`src/core/uart_cfg_pkg.sv`:
```
// Purpose: Shared constants, states and parity helper of the serial port
// Assumes: Eight-bit register port, 16x oversampled baud tick
// Notes: Offsets are register indices on the local register port
package uart_cfg_pkg;
	// Register indices
	localparam logic [2:0] OFS_BAUD_HIGH = 3'h0;
	localparam logic [2:0] OFS_BAUD_LOW = 3'h1;
	localparam logic [2:0] OFS_FRAME_CTRL = 3'h2;
	localparam logic [2:0] OFS_PORT_CTRL = 3'h3;
	localparam logic [2:0] OFS_STATUS = 3'h4;
	localparam logic [2:0] OFS_DATA = 3'h5;
	localparam logic [2:0] OFS_EVENT = 3'h6;
	// Baud high fields
	localparam int BDH_BRK_IE = 7;
	localparam int BDH_EDGE_IE = 6;
	// Frame control fields
	localparam int C1_LOOP = 7;
	localparam int C1_FREEZE = 6;
	localparam int C1_RECEIVER_SOURCE_SELECT = 5;
	localparam int C1_NINE = 4;
	localparam int C1_WAKE = 3;
	localparam int C1_ILT = 2;
	localparam int C1_PE = 1;
	localparam int C1_PT = 0;
	// Port control fields
	localparam int C2_TX_BIT8 = 6;
	localparam int C2_DIR = 5;
	localparam int C2_BRK_LONG = 4;
	localparam int C2_TX_ON = 3;
	localparam int C2_RX_ON = 2;
	localparam int C2_STANDBY = 1;
	localparam int C2_SEND_BRK = 0;
	// Reset values
	localparam logic [7:0] BDH_RST = 8'h00;
	localparam logic [7:0] BDL_RST = 8'h04;
	localparam logic [7:0] C1_RST = 8'h00;
	localparam logic [7:0] C2_RST = 8'h00;
	// Cycle and bit counts
	localparam int OVERSAMPLE = 16;
	localparam logic [3:0] SUB_LAST = 4'hF;
	localparam logic [3:0] SAMPLE_AT = 4'h7;
	localparam logic [7:0] BRK_DET_TICKS = 8'(11 * OVERSAMPLE);
	localparam logic [3:0] BRK_TX_SHORT = 4'hA;
	localparam logic [3:0] BRK_TX_LONG = 4'hD;
	localparam logic [3:0] IDLE_BITS_8 = 4'hA;
	localparam logic [3:0] IDLE_BITS_9 = 4'hB;
	// States
	typedef enum logic [1:0] {TX_IDLE = 2'b00, TX_START = 2'b01, TX_DATA = 2'b10,
		TX_STOP = 2'b11} tx_state_t;
	typedef enum logic [1:0] {RX_IDLE = 2'b00, RX_START = 2'b01, RX_DATA = 2'b10,
		RX_STOP = 2'b11} rx_state_t;
	// Parity bit that makes the whole character even, or odd when odd is set
	function automatic logic parity_bit(input logic [8:0] ch, input logic nine,
		input logic odd);
		parity_bit = (nine ? ^ch[7:0] : ^ch[6:0]) ^ odd;
	endfunction : parity_bit
endpackage : uart_cfg_pkg

```
`src/core/uart_baud_gen.sv`:
```
// Purpose: Baud tick divider, one pulse every divisor clocks (16 per bit)
// Assumes: Divisor is stable while running
// Notes: Counter held at zero when stopped
`timescale 1ns/1ps
module uart_baud_gen import uart_cfg_pkg::*; (
	// Clock and reset
	input wire logic clock,
	input wire logic srst,
	// Control
	input wire logic run,
	input wire logic [12:0] divisor,
	// Tick
	output logic tick16
);
	typedef struct packed {
		logic [12:0] cnt;
		logic tick;
	} gen_regs_t;
	gen_regs_t gen_ff;
	gen_regs_t nxt_gen;

	always_comb begin
		nxt_gen = gen_ff;
		nxt_gen.tick = 1'b0;
		if (!run || divisor == 13'h0000) begin
			nxt_gen.cnt = 13'h0000;
		end else if (gen_ff.cnt >= divisor - 13'h0001) begin
			nxt_gen.cnt = 13'h0000;
			nxt_gen.tick = 1'b1;
		end else begin
			nxt_gen.cnt = gen_ff.cnt + 13'h0001;
		end
	end

	always_ff @(posedge clock) begin
		if (srst) begin
			gen_ff <= '0;
		end else begin
			gen_ff <= nxt_gen;
		end
	end

	assign tick16 = gen_ff.tick;
endmodule : uart_baud_gen

```
`src/core/uart_tx_shift.sv`:
```
// Purpose: Transmit shifter for data and break characters
// Assumes: Start accepted only while idle
// Notes: Line idles high
`timescale 1ns/1ps
module uart_tx_shift import uart_cfg_pkg::*; (
	// Clock and reset
	input wire logic clock,
	input wire logic srst,
	// Timing
	input wire logic tick16,
	// Request
	input wire logic start,
	input wire logic is_break,
	input wire logic [8:0] data,
	// Frame options
	input wire logic nine_bit,
	input wire logic parity_en,
	input wire logic parity_odd,
	input wire logic break_long,
	// Line
	output logic busy,
	output logic line
);
	typedef struct packed {
		tx_state_t st;
		logic [3:0] sub;
		logic [3:0] bitn;
		logic [3:0] last;
		logic [8:0] sh;
		logic line;
	} tx_regs_t;
	tx_regs_t tx_ff;
	tx_regs_t nxt_tx;

	always_comb begin
		nxt_tx = tx_ff;
		unique case (tx_ff.st)
			TX_IDLE: begin
				nxt_tx.line = 1'b1;
				if (start) begin
					nxt_tx.st = TX_START;
					nxt_tx.sub = 4'h0;
					nxt_tx.bitn = 4'h0;
					nxt_tx.line = 1'b0;
					// RL17 Short or long break
					if (is_break) begin
						nxt_tx.sh = 9'h000;
						nxt_tx.last = (break_long ? BRK_TX_LONG : BRK_TX_SHORT)
							+ {3'b000, nine_bit} - 4'h2;
					end else begin
						nxt_tx.sh = nine_bit ? data : {1'b0, data[7:0]};
						nxt_tx.last = nine_bit ? 4'h8 : 4'h7;
						// RL15 Parity generation
						if (parity_en && nine_bit) begin
							nxt_tx.sh[8] = parity_bit(data, 1'b1, parity_odd);
						end else if (parity_en) begin
							nxt_tx.sh[7] = parity_bit(data, 1'b0, parity_odd);
						end
					end
				end
			end
			TX_START: begin
				if (tick16) begin
					nxt_tx.sub = tx_ff.sub + 4'h1;
					if (tx_ff.sub == SUB_LAST) begin
						nxt_tx.st = TX_DATA;
						nxt_tx.line = tx_ff.sh[0];
					end
				end
			end
			TX_DATA: begin
				if (tick16) begin
					nxt_tx.sub = tx_ff.sub + 4'h1;
					if (tx_ff.sub == SUB_LAST && tx_ff.bitn == tx_ff.last) begin
						nxt_tx.st = TX_STOP;
						nxt_tx.line = 1'b1;
					end else if (tx_ff.sub == SUB_LAST) begin
						nxt_tx.bitn = tx_ff.bitn + 4'h1;
						nxt_tx.line = tx_ff.sh[1];
						nxt_tx.sh = {1'b0, tx_ff.sh[8:1]};
					end
				end
			end
			TX_STOP: begin
				if (tick16) begin
					nxt_tx.sub = tx_ff.sub + 4'h1;
					if (tx_ff.sub == SUB_LAST) begin
						nxt_tx.st = TX_IDLE;
					end
				end
			end
		endcase
	end

	always_ff @(posedge clock) begin
		if (srst) begin
			tx_ff <= '0;
			tx_ff.line <= 1'b1;
		end else begin
			tx_ff <= nxt_tx;
		end
	end

	assign busy = (tx_ff.st != TX_IDLE);
	assign line = tx_ff.line;
endmodule : uart_tx_shift

```
`src/core/uart_baud_frame_config.sv`:
```
// Purpose: Serial port with baud divisor, framing, routing and flag logic
// Assumes: Register port and pins synchronous to clock
// Notes: Baud tick is 16x bit rate; register read data one cycle late
`timescale 1ns/1ps
// Contract
// RL1 - High divisor held until low written
// RL2 - Low divisor nonzero; generator off until enabled
// RL3 - Zero divisor stops baud generator
// RL4 - Baud equals clock over sixteen times divisor
// RL5 - Divisor split five high, eight low
// RL6 - Bit seven enables break interrupt
// RL7 - Bit six enables receive edge interrupt
// RL8 - Loopback feeds transmitter into receiver
// RL9 - Source bit matters only in loopback
// RL10 - Loopback plus source gives single wire
// RL11 - Freeze bit stops clocks in wait
// RL12 - Frame bit selects eight or nine data
// RL13 - Wake method: idle line or address mark
// RL14 - Idle count origin after start or stop
// RL15 - Parity generated and checked on MSB
// RL16 - Even parity at zero, odd at one
// RL17 - Thirteen bit break send, eleven detect
// RL18 - Double buffered, separate enables
// RL19 - Transmitter drives pin only when enabled; code also drives it while a character is still shifting
// RL20 - Direction bit steers single wire pin
// RL21 - Loopback releases receive pin
// RL22 - Line idles high, start low, stop high
// RL23 - Software writes high before low
module uart_baud_frame_config import uart_cfg_pkg::*; (
	// Clock and reset
	input wire logic clock,
	input wire logic srst,
	// Register port
	input wire logic [2:0] reg_addr,
	input wire logic reg_wr,
	input wire logic reg_rd,
	input wire logic [7:0] reg_wdata,
	output logic [7:0] reg_rdata,
	// Processor state
	input wire logic wait_mode,
	// Serial pins
	input wire logic txd_in,
	output logic txd_out,
	output logic txd_oe,
	input wire logic rxd_in,
	output logic rxd_released,
	// Interrupt request
	output logic irq_request
);
	typedef struct packed {
		logic [7:0] bdh_buf;
		logic [4:0] div_hi;
		logic [7:0] bdl;
		logic [7:0] c1;
		logic [7:0] c2;
		logic gen_on;
		logic [8:0] tx_buf;
		logic tx_full;
		logic [8:0] rx_data;
		logic rx_full;
		logic overrun;
		logic frm_err;
		logic par_err;
		logic idle_flag;
		logic brk_flag;
		logic edge_flag;
		logic rx_prev;
		rx_state_t rx_st;
		logic [3:0] rx_sub;
		logic [3:0] rx_bitn;
		logic [8:0] rx_sh;
		logic [7:0] low_ticks;
		logic [3:0] idle_run;
		logic idle_arm;
		logic [7:0] rdata;
	} port_regs_t;
	port_regs_t port_ff;
	port_regs_t nxt_port;

	logic tick16;
	logic tx_busy;
	logic tx_line;
	logic tx_go;
	logic gen_run;
	logic loop_on;
	logic single_wire;
	logic rx_line;
	logic nine;
	logic [12:0] divisor;

	function automatic logic wr_hit(input logic [2:0] ofs);
		wr_hit = reg_wr && (reg_addr == ofs);
	endfunction : wr_hit

	// RL5 Divisor assembly
	assign divisor = {port_ff.div_hi, port_ff.bdl};
	assign nine = port_ff.c1[C1_NINE];
	// RL2 Generator gated
	// RL11 Wait freeze
	assign gen_run = port_ff.gen_on && !(wait_mode && port_ff.c1[C1_FREEZE]);
	// RL8 Loopback routing
	// RL9 Source select
	// RL10 Single wire input
	assign loop_on = port_ff.c1[C1_LOOP];
	assign single_wire = loop_on && port_ff.c1[C1_RECEIVER_SOURCE_SELECT];
	assign rx_line = !loop_on ? rxd_in : (single_wire ? txd_in : tx_line);
	// RL18 Buffer to shifter
	// RL11 No start while frozen
	assign tx_go = port_ff.c2[C2_TX_ON] && !tx_busy && gen_run
		&& (port_ff.c2[C2_SEND_BRK] || port_ff.tx_full);

	// RL3 Zero divisor stop
	// RL4 Sixteen ticks per bit
	uart_baud_gen uart_baud_gen_i (
		.clock(clock),
		.srst(srst),
		.run(gen_run),
		.divisor(divisor),
		.tick16(tick16)
	);

	uart_tx_shift uart_tx_shift_i (
		.clock(clock),
		.srst(srst),
		.tick16(tick16),
		.start(tx_go),
		.is_break(port_ff.c2[C2_SEND_BRK]),
		.data(port_ff.tx_buf),
		.nine_bit(nine),
		.parity_en(port_ff.c1[C1_PE]),
		.parity_odd(port_ff.c1[C1_PT]),
		.break_long(port_ff.c2[C2_BRK_LONG]),
		.busy(tx_busy),
		.line(tx_line)
	);

	always_comb begin
		logic [8:0] sh;
		logic [8:0] ch;
		logic msb;
		logic perr;
		logic [3:0] thr;
		sh = {rx_line, port_ff.rx_sh[8:1]};
		ch = nine ? sh : {1'b0, sh[8:1]};
		msb = nine ? ch[8] : ch[7];
		// RL15 Parity check
		// RL16 Parity sense
		perr = port_ff.c1[C1_PE] && (parity_bit(ch, nine, port_ff.c1[C1_PT]) != msb);
		thr = nine ? IDLE_BITS_9 : IDLE_BITS_8;
		nxt_port = port_ff;
		nxt_port.rx_prev = rx_line;

		// Clears by software and by tx_go come first, so later hardware sets and data writes win
		if (tx_go && !port_ff.c2[C2_SEND_BRK]) begin
			nxt_port.tx_full = 1'b0;
		end
		if (reg_rd && reg_addr == OFS_DATA) begin
			nxt_port.rx_full = 1'b0;
		end
		if (wr_hit(OFS_STATUS)) begin
			nxt_port.idle_flag = port_ff.idle_flag & ~reg_wdata[4];
			nxt_port.overrun = port_ff.overrun & ~reg_wdata[3];
			nxt_port.frm_err = port_ff.frm_err & ~reg_wdata[1];
			nxt_port.par_err = port_ff.par_err & ~reg_wdata[0];
		end
		if (wr_hit(OFS_EVENT)) begin
			nxt_port.brk_flag = port_ff.brk_flag & ~reg_wdata[7];
			nxt_port.edge_flag = port_ff.edge_flag & ~reg_wdata[6];
		end

		// Register writes
		// RL1 Buffered high half
		if (wr_hit(OFS_BAUD_HIGH)) begin
			nxt_port.bdh_buf = reg_wdata;
		end
		if (wr_hit(OFS_BAUD_LOW)) begin
			nxt_port.bdl = reg_wdata;
			nxt_port.div_hi = port_ff.bdh_buf[4:0];
		end
		if (wr_hit(OFS_FRAME_CTRL)) begin
			nxt_port.c1 = reg_wdata;
		end
		// RL2 First enable starts generator
		if (wr_hit(OFS_PORT_CTRL)) begin
			nxt_port.c2 = reg_wdata;
			if (reg_wdata[C2_TX_ON] || reg_wdata[C2_RX_ON]) begin
				nxt_port.gen_on = 1'b1;
			end
		end
		if (wr_hit(OFS_DATA)) begin
			nxt_port.tx_buf = {port_ff.c2[C2_TX_BIT8], reg_wdata};
			nxt_port.tx_full = 1'b1;
		end

		// Receive edge flag
		if (port_ff.c2[C2_RX_ON] && port_ff.rx_prev && !rx_line) begin
			nxt_port.edge_flag = 1'b1;
		end

		// Receiver
		if (!port_ff.c2[C2_RX_ON]) begin
			nxt_port.rx_st = RX_IDLE;
			nxt_port.low_ticks = 8'h00;
		end else if (tick16) begin
			// RL17 Break detect
			if (rx_line) begin
				nxt_port.low_ticks = 8'h00;
			end else if (port_ff.low_ticks != 8'hFF) begin
				nxt_port.low_ticks = port_ff.low_ticks + 8'h01;
				if (port_ff.low_ticks == BRK_DET_TICKS - 8'h01) begin
					nxt_port.brk_flag = 1'b1;
				end
			end
			nxt_port.rx_sub = port_ff.rx_sub + 4'h1;
			unique case (port_ff.rx_st)
				RX_IDLE: begin
					// RL22 Start bit is low
					if (!rx_line) begin
						nxt_port.rx_st = RX_START;
						nxt_port.rx_sub = 4'h0;
					end else if (port_ff.rx_sub == SUB_LAST
						&& port_ff.idle_run != 4'hF) begin
						nxt_port.idle_run = port_ff.idle_run + 4'h1;
					end
				end
				RX_START: begin
					if (port_ff.rx_sub == SAMPLE_AT) begin
						nxt_port.rx_st = rx_line ? RX_IDLE : RX_DATA;
						nxt_port.rx_bitn = 4'h0;
						// RL14 Count restarts
						nxt_port.idle_run = 4'h0;
					end
				end
				RX_DATA: begin
					if (port_ff.rx_sub == SAMPLE_AT) begin
						nxt_port.rx_sh = sh;
						// RL14 Origin after start
						if (!port_ff.c1[C1_ILT] && rx_line) begin
							nxt_port.idle_run = port_ff.idle_run + 4'h1;
						end else begin
							nxt_port.idle_run = 4'h0;
						end
						// RL12 Eight or nine bits
						if (port_ff.rx_bitn == (nine ? 4'h8 : 4'h7)) begin
							nxt_port.rx_st = RX_STOP;
						end else begin
							nxt_port.rx_bitn = port_ff.rx_bitn + 4'h1;
						end
					end
				end
				RX_STOP: begin
					if (port_ff.rx_sub == SAMPLE_AT) begin
						nxt_port.rx_st = RX_IDLE;
						nxt_port.idle_arm = 1'b1;
						ch = nine ? port_ff.rx_sh : {1'b0, port_ff.rx_sh[8:1]};
						msb = nine ? ch[8] : ch[7];
						perr = port_ff.c1[C1_PE]
							&& (parity_bit(ch, nine, port_ff.c1[C1_PT]) != msb);
						// RL14 Origin after stop
						if (!port_ff.c1[C1_ILT] && rx_line) begin
							nxt_port.idle_run = port_ff.idle_run + 4'h1;
						end else begin
							nxt_port.idle_run = 4'h0;
						end
						// RL13 Address mark wake
						if (port_ff.c2[C2_STANDBY] && port_ff.c1[C1_WAKE] && msb) begin
							nxt_port.c2[C2_STANDBY] = 1'b0;
						end
						if (!port_ff.c2[C2_STANDBY]
							|| (port_ff.c1[C1_WAKE] && msb)) begin
							// RL18 Receive buffer
							if (port_ff.rx_full) begin
								nxt_port.overrun = 1'b1;
							end else begin
								nxt_port.rx_data = ch;
								nxt_port.rx_full = 1'b1;
								nxt_port.par_err = perr;
								nxt_port.frm_err = !rx_line;
							end
						end
					end
				end
			endcase
		end

		// RL13 Idle line wake
		if (port_ff.idle_arm && port_ff.idle_run >= thr) begin
			nxt_port.idle_arm = 1'b0;
			nxt_port.idle_flag = 1'b1;
			if (!port_ff.c1[C1_WAKE]) begin
				nxt_port.c2[C2_STANDBY] = 1'b0;
			end
		end

		// Register read data
		if (reg_rd) begin
			unique case (reg_addr)
				// Reserved bit five reads zero
				OFS_BAUD_HIGH: nxt_port.rdata = {port_ff.bdh_buf[7:6], 1'b0,
					port_ff.bdh_buf[4:0]};
				OFS_BAUD_LOW: nxt_port.rdata = port_ff.bdl;
				OFS_FRAME_CTRL: nxt_port.rdata = port_ff.c1;
				OFS_PORT_CTRL: nxt_port.rdata = port_ff.c2;
				OFS_STATUS: nxt_port.rdata = {!port_ff.tx_full, !tx_busy,
					port_ff.rx_full, port_ff.idle_flag, port_ff.overrun,
					port_ff.rx_data[8], port_ff.frm_err, port_ff.par_err};
				OFS_DATA: nxt_port.rdata = port_ff.rx_data[7:0];
				OFS_EVENT: nxt_port.rdata = {port_ff.brk_flag, port_ff.edge_flag,
					5'b00000, rx_line};
				default: nxt_port.rdata = 8'h00;
			endcase
		end
	end

	always_ff @(posedge clock) begin
		if (srst) begin
			port_ff <= '0;
			port_ff.bdh_buf <= BDH_RST;
			port_ff.bdl <= BDL_RST;
			port_ff.c1 <= C1_RST;
			port_ff.c2 <= C2_RST;
			port_ff.rx_prev <= 1'b1;
		end else begin
			port_ff <= nxt_port;
		end
	end

	assign reg_rdata = port_ff.rdata;
	assign txd_out = tx_line;
	// RL19 Pin owned by transmitter
	// RL20 Single wire direction
	assign txd_oe = (port_ff.c2[C2_TX_ON] || tx_busy)
		&& (!single_wire || port_ff.c2[C2_DIR]);
	// RL21 Receive pin released
	assign rxd_released = !(port_ff.c2[C2_RX_ON] && !loop_on);
	// RL6 Break interrupt enable
	// RL7 Edge interrupt enable
	assign irq_request = (port_ff.bdh_buf[BDH_BRK_IE] && port_ff.brk_flag)
		|| (port_ff.bdh_buf[BDH_EDGE_IE] && port_ff.edge_flag);
endmodule : uart_baud_frame_config

```
`config.mk`:
```
export PLATFORM = sky130hd
export DESIGN_NAME = uart_baud_frame_config
export DESIGN_NICKNAME = d
export VERILOG_FILES = /design/src/core/uart_cfg_pkg.sv /design/src/core/uart_baud_gen.sv /design/src/core/uart_tx_shift.sv /design/src/core/uart_baud_frame_config.sv
export SDC_FILE = /design/constraint.sdc
export NUM_CORES = 1
export LEC_CHECK = 0
export ABC_AREA = 1
export BUFFER_PORTS_ARGS = -buffer_cell sky130_fd_sc_hd__buf_2
export CAP_MARGIN = 40
export CELL_PAD_IN_SITES_DETAIL_PLACEMENT = 1
export CELL_PAD_IN_SITES_GLOBAL_PLACEMENT = 1
export CORE_ASPECT_RATIO = 1.4
export CORE_UTILIZATION = 49
export CTS_CLUSTER_SIZE = 30
export DETAILED_ROUTE_END_ITERATION = 12
export PLACE_DENSITY_LB_ADDON = 0.2
export SLEW_MARGIN = 20
export SYNTH_ARGS = -nofsm -noshare
export SYNTH_HDL_FRONTEND = slang
export SYNTH_SLANG_ARGS = --single-unit
```
`constraint.sdc`:
```
create_clock -name clock -period 4.48 [get_ports clock]
set_clock_uncertainty 0.2 [all_clocks]
set_input_delay 0.896 -clock clock [delete_from_list [all_inputs] [get_ports clock]]
set_output_delay 0.896 -clock clock [all_outputs]
set_load 0.01 [all_outputs]
```
* Yosys cells after proc, flatten, opt, wreduce, memory -nomap -nowiden
Index checks and enable logic that the tools add are counted.
** Storage, ports and cells
- Bits in registers :: 143
- Output and inout port bits :: 12
- Logic and storage cells :: 267
** Cells by class
- Add/sub/neg operators :: 10
- Order comparisons :: 2
- Equal/unequal tests :: 39
- Muxes and demuxes :: 83
- Bitwise gates (word level) :: 17
- Reduce and logical (&&, ||, !) cells :: 82
** Operators by type and width (number)
- $mux 4 :: 16
- $pmux 8 s7 :: 1
- $mux 1 :: 32
- $logic_and 1x1->1 :: 30
- $mux 10 :: 3
- $mux 9 :: 3
- $mux 13 :: 2
- $ne 2x2->1 const B :: 13
- $mux 24 :: 1
- $pmux 6 s4 :: 1
- $add 4x1->4 const B :: 5
- $mux 2 :: 10
- $mux 6 :: 3
- $pmux 9 s2 :: 1
- $reduce_and 6->1 :: 3
- $mux 8 :: 2
- $pmux 4 s2 :: 2
- $pmux 4 s4 :: 1
- $reduce_xor 8->1 :: 2
- $reduce_and 7->1 :: 2
- $reduce_bool 2->1 :: 7
- $reduce_xor 7->1 :: 2
- $add 13x1->13 const B :: 1
- $ge 13x13->1 :: 1
- 37 further kinds :: 89

* Logic depth before layout (Yosys ltp)
- Word-level depth :: 12
- Depth in mapped cells :: 15

* Cells and area by module
From an unflattened synthesis, not the netlist that was laid out.
** Unflattened totals
- Cell total of the unflattened synthesis :: 1154
- Area total of the unflattened synthesis :: 8100.3 sq um
** By module, submodules not included
- uart_baud_frame_config :: instances 1, cells each 729, area each 5116.2 sq um, sequential area each 2082.0 sq um
- uart_tx_shift :: instances 1, cells each 240, area each 1627.8 sq um, sequential area each 480.5 sq um
- uart_baud_gen :: instances 1, cells each 185, area each 1356.3 sq um, sequential area each 280.3 sq um

* Worst setup path after synthesis
No wires, ideal clock.
- Kind :: reg-to-reg
- Start :: register port_ff, in the netlist divisor[2]
- End :: register uart_baud_gen_i.gen_ff[3] in the netlist's numbering
- Setup time :: 0.132 ns
- Arrival time :: 2.358 ns
- Slack :: 1.790 ns
- Stages on the path, launching flop included :: 15
- Buffers on the path :: 1
- Period minus slack after synthesis :: 2.690 ns
- Path through :: dfxtp_1 -> nor2_1 -> nand3_1 -> nor3_1 -> nand3_1 -> nor3_1 -> xor2_1 -> inv_1 -> ha_1 -> nand2_1 -> nor4_1 -> o21ai_0 -> nand3_1 -> buf_2 -> nor3_1
** On the way
- Cells in the longest elaborated chain, start to end :: 3
- Elaborated cells on any way between the ends :: 5
- Classes of those cells :: add/sub (1); order compare (1); reduce/logical (3)
** Ends and longest elaborated chain
- start, declared :: line uart_baud_frame_config.sv:77 : port_regs_t port_ff;
- start signal, assigned :: line uart_baud_frame_config.sv:324 : port_ff <= nxt_port;
- $sub 13x1->13 or $logic_not 13->1 (tied branches) :: line uart_baud_gen.sv:27, uart_baud_gen.sv:25
- $ge 13x13->1 or $logic_or 1x1->1 (tied branches) :: line uart_baud_gen.sv:27, uart_baud_gen.sv:25
- $reduce_or 3->1 (no line) *
- end signal, assigned :: line uart_baud_gen.sv:39 : gen_ff <= nxt_gen;
- end, declared :: line uart_baud_gen.sv:19 : gen_regs_t gen_ff;
Every way passes the cells marked *; elsewhere a longest branch is shown, timed or not.
A chain may end at the register's enable or synchronous reset.

* Worst setup path in the final report
- Start :: register port_ff, in the netlist divisor[0]
- End :: register uart_baud_gen_i.gen_ff[11] in the netlist's numbering
The elaborated chain is that of the path after synthesis.

==> out/results.txt <==
Fin cells: 1256
Longest Clk Path Bufs: 2
Clk_lat worst skew: 0.43 ns
Post-layout min period: 3.30 ns
Initial antenna violation count: 0
Grt met3 use: 6.00%
Synth top area share: 38.4%
Fin. Hold Viols: 0
DR vias/cell: 5.64
Site row count: 52
Number of library cell types mapped by synthesis: 51
Synthesis warning total: 0
Leading area contributor after synthesis: dfxtp_1
Multiplexer share of the synthesized area: 0%
FMAX: 303 MHz
Max-slew headroom: 57.0%
Yosys reg bits: 142
Gr busiest metal: met2
Compound-Gate Fraction of Synth Area: 20.2%
Register area: 2840 um^2
RSZ-0062 raised after global routing: false
Post-synth EDFFs: 0
Fillcell total: 1936
CTS Hold Bufs: 0
Mapped Cells: 1035
Peak VDD IR: 0.285 mV
Critical path launch point type: register
Most frequent cell after synthesis: nand2_1
HP Class: register to register
Die height: 148 um
Number of global-route vias before repair: 7622
Leading post-synthesis cells by cell area: dfxtp_1 38%, nand2_1 9.2%, a21oi_1 7.7%
Final Cell Area: 8290 um^2
First-pass GRT wire length: 37800 um
Max Cap Viol: 0
Kind of critical path: register to register
Post-synthesis xor/xnor area fraction: 4.14%
Adder-cell share of the synthesized area: 5.23%
DIE AREA: 15600 um^2
Worst slack, placed: 1.33 ns
CTS buffer count: 17
Largest family of logic cells by synthesized area: simple AND/OR/NAND/NOR gates
P&R area growth vs syn: 11.8%
GR Util met1: 32.5%
Placed cells: 1223
Antenna Nets Post-Route: 0
Required @ worst endpoint: 4.56 ns
Num ports: 30
Multi-input logic area: 3820 um^2
Setup TNS: 0 ns
Top post-synthesis cells by count: 181 x nand2_1, 142 x dfxtp_1, 136 x inv_1
Syn Area/Cell: 7.16 um^2
Fin. max-slew vios: 0
Leakage: 3.43 nW
Asr flop ratio synth: 0%
Arrival @ worst endpoint: 3.39 ns
Setup violators final: 0
Mapped cell area: 7410 um^2
Synth Net Count: 1084
Initial DRT Pass Iterations: 5
Clock transition at the registers of the reported paths: 0.06 ns
Sequential fraction of the synthesis area: 38.4%
Die width: 106 um
Starting Density: 50.6%
GRT Util Overall: 31.0%
Routability cong.: 0.923
Port Buffers: 29
Top_reg_cell synth: dfxtp_1
Nets: 1102
CTS tree: built
Layout cells sized above 1: 9.29%
GR Util met2: 57.3%
Core Box Area: 14600 um^2
Grt ovf: 0
First DRT Iteration DRCs: 323
Pin count of the biggest net entering global routing: 49
CTS sink count: 142
Via count: 7086
Placed wire-length estimate: 15700 um
Routed wire length: 22900 um
CTS Root Cell: clkbuf_16
Pwr dens: 398 nW/um^2
H-tree depth: 4
Placed Area: 7640 um^2
Crit path capture type: register
Worst Tran Pin Value: 0.643 ns
Outcome: complete, no violations
Post-synthesis simple-gate area fraction: 22.1%
Crit Path Max Fanout: 14
Final worst path period share: 73.7%
Number of gates resized after cts: 0
Routed len/inst: 18.2 um
Setup slack, reg-to-reg: 1.18 ns
Post CTS Setup Buffer Count: 0
Post-route setup slack: 1.18 ns
Residual DRC count: 0
routing by layer:
| metal | vias up | routed length (um) |
|---|---|---|
| met1 | 3411 | 9250 |
| met2 | 146 | 11800 |
| met5 | - | 0 |
| met4 | 0 | 1040 |
| met3 | 67 | 776 |
| li1 | 3462 | - |
final cells by class:
class,count,share of cell area [%]
Multi-Input combinational cell,712,46.2
Sequential cell,142,34.3
Inverter,145,6.58
Clock buffer,22,5.84
Tap cell,189,2.85
Timing Repair Buffer,35,2.30
Clock inverter,10,1.92
Antenna cell,1,0.0302
power breakdown:
| part | switching [mW] | internal, mW |
|---|---|---|
| registers | 0.0354 | 1.31 |
| logic | 0.280 | 0.127 |
| clock network | 0.557 | 0.989 |
metrics by stage:
stage	hold slack, ns	total power, mW	util [%]
CTS	0.240	3.31	56.6
floorplan	0.215	1.66	-
global route	0.272	3.42	56.6
finish	0.243	3.30	56.6
global placement	0.225	1.75	52.2
detailed placement	0.232	1.77	52.2
worst max-delay path, cell delays in order, from the launching register on:
cell and delay (ns):
dfxtp_1 0.30, inv_1 0.20, nand3_1 0.15, nor3_1 0.30, nand3_1 0.20, nor3_1 0.22, xor2_1 0.17, inv_1 0.05
ha_1 0.28, nand2_1 0.08, nor4_1 0.30, o21ai_0 0.16, nand3_1 0.44, nor3_1 0.10
cells in the final DEF, fill, tap and decap left out, types with 2 or more instances in the layout:
master / n
a211oi_1: 3
a21oi_1: 114
a31oi_1: 2
buf_2: 29
buf_4: 6
bufinv_16: 4
clkbuf_16: 17
clkbuf_8: 4
clkinv_1: 2
clkinv_2: 4
clkinvlp_4: 2
dfxtp_1: 142
ha_1: 31
inv_1: 135
inv_2: 7
nand2_1: 181
nand2_2: 4
nand2_4: 2
nand3_1: 38
nand3b_1: 4
nand4_1: 13
nor2_1: 85
nor2_2: 4
nor2_4: 2
nor3_1: 30
nor4_1: 4
o2111ai_1: 3
o211ai_1: 8
o21ai_0: 105
o21ai_1: 6
o21ai_2: 2
o221ai_1: 5
o22ai_1: 10
or2_2: 4
xnor2_1: 11
xor2_1: 24
cells by family after synthesis:
family	count (synthesis)
buffers and inverters	181
AND/OR/NAND/NOR	375
AO/OA/AOI/OAI	271
flip-flops	142
adder cells (fa/ha/maj)	31
XOR/XNOR	35
worst paths after layout:
check / start / end / cells after the start
max: divisor[0] / uart_baud_gen_i.gen_ff[11] / 13
max reg2reg: divisor[0] / uart_baud_gen_i.gen_ff[11] / 13
min: port_ff[69] / port_ff[69] / 1
min reg2reg: port_ff[69] / port_ff[69] / 1
flip-flops by register name (all words and copies together), names as in the netlist, named ones only:
name,count
port_ff,80
uart_tx_shift_i.tx_ff,23
divisor,13
uart_baud_gen_i.gen_ff,13
reg_rdata,8
loop_on,1
nine,1
uart_baud_gen_i.tick16,1
uart_tx_shift_i.line,1
Note: power is estimated with default switching activity, not from simulation.
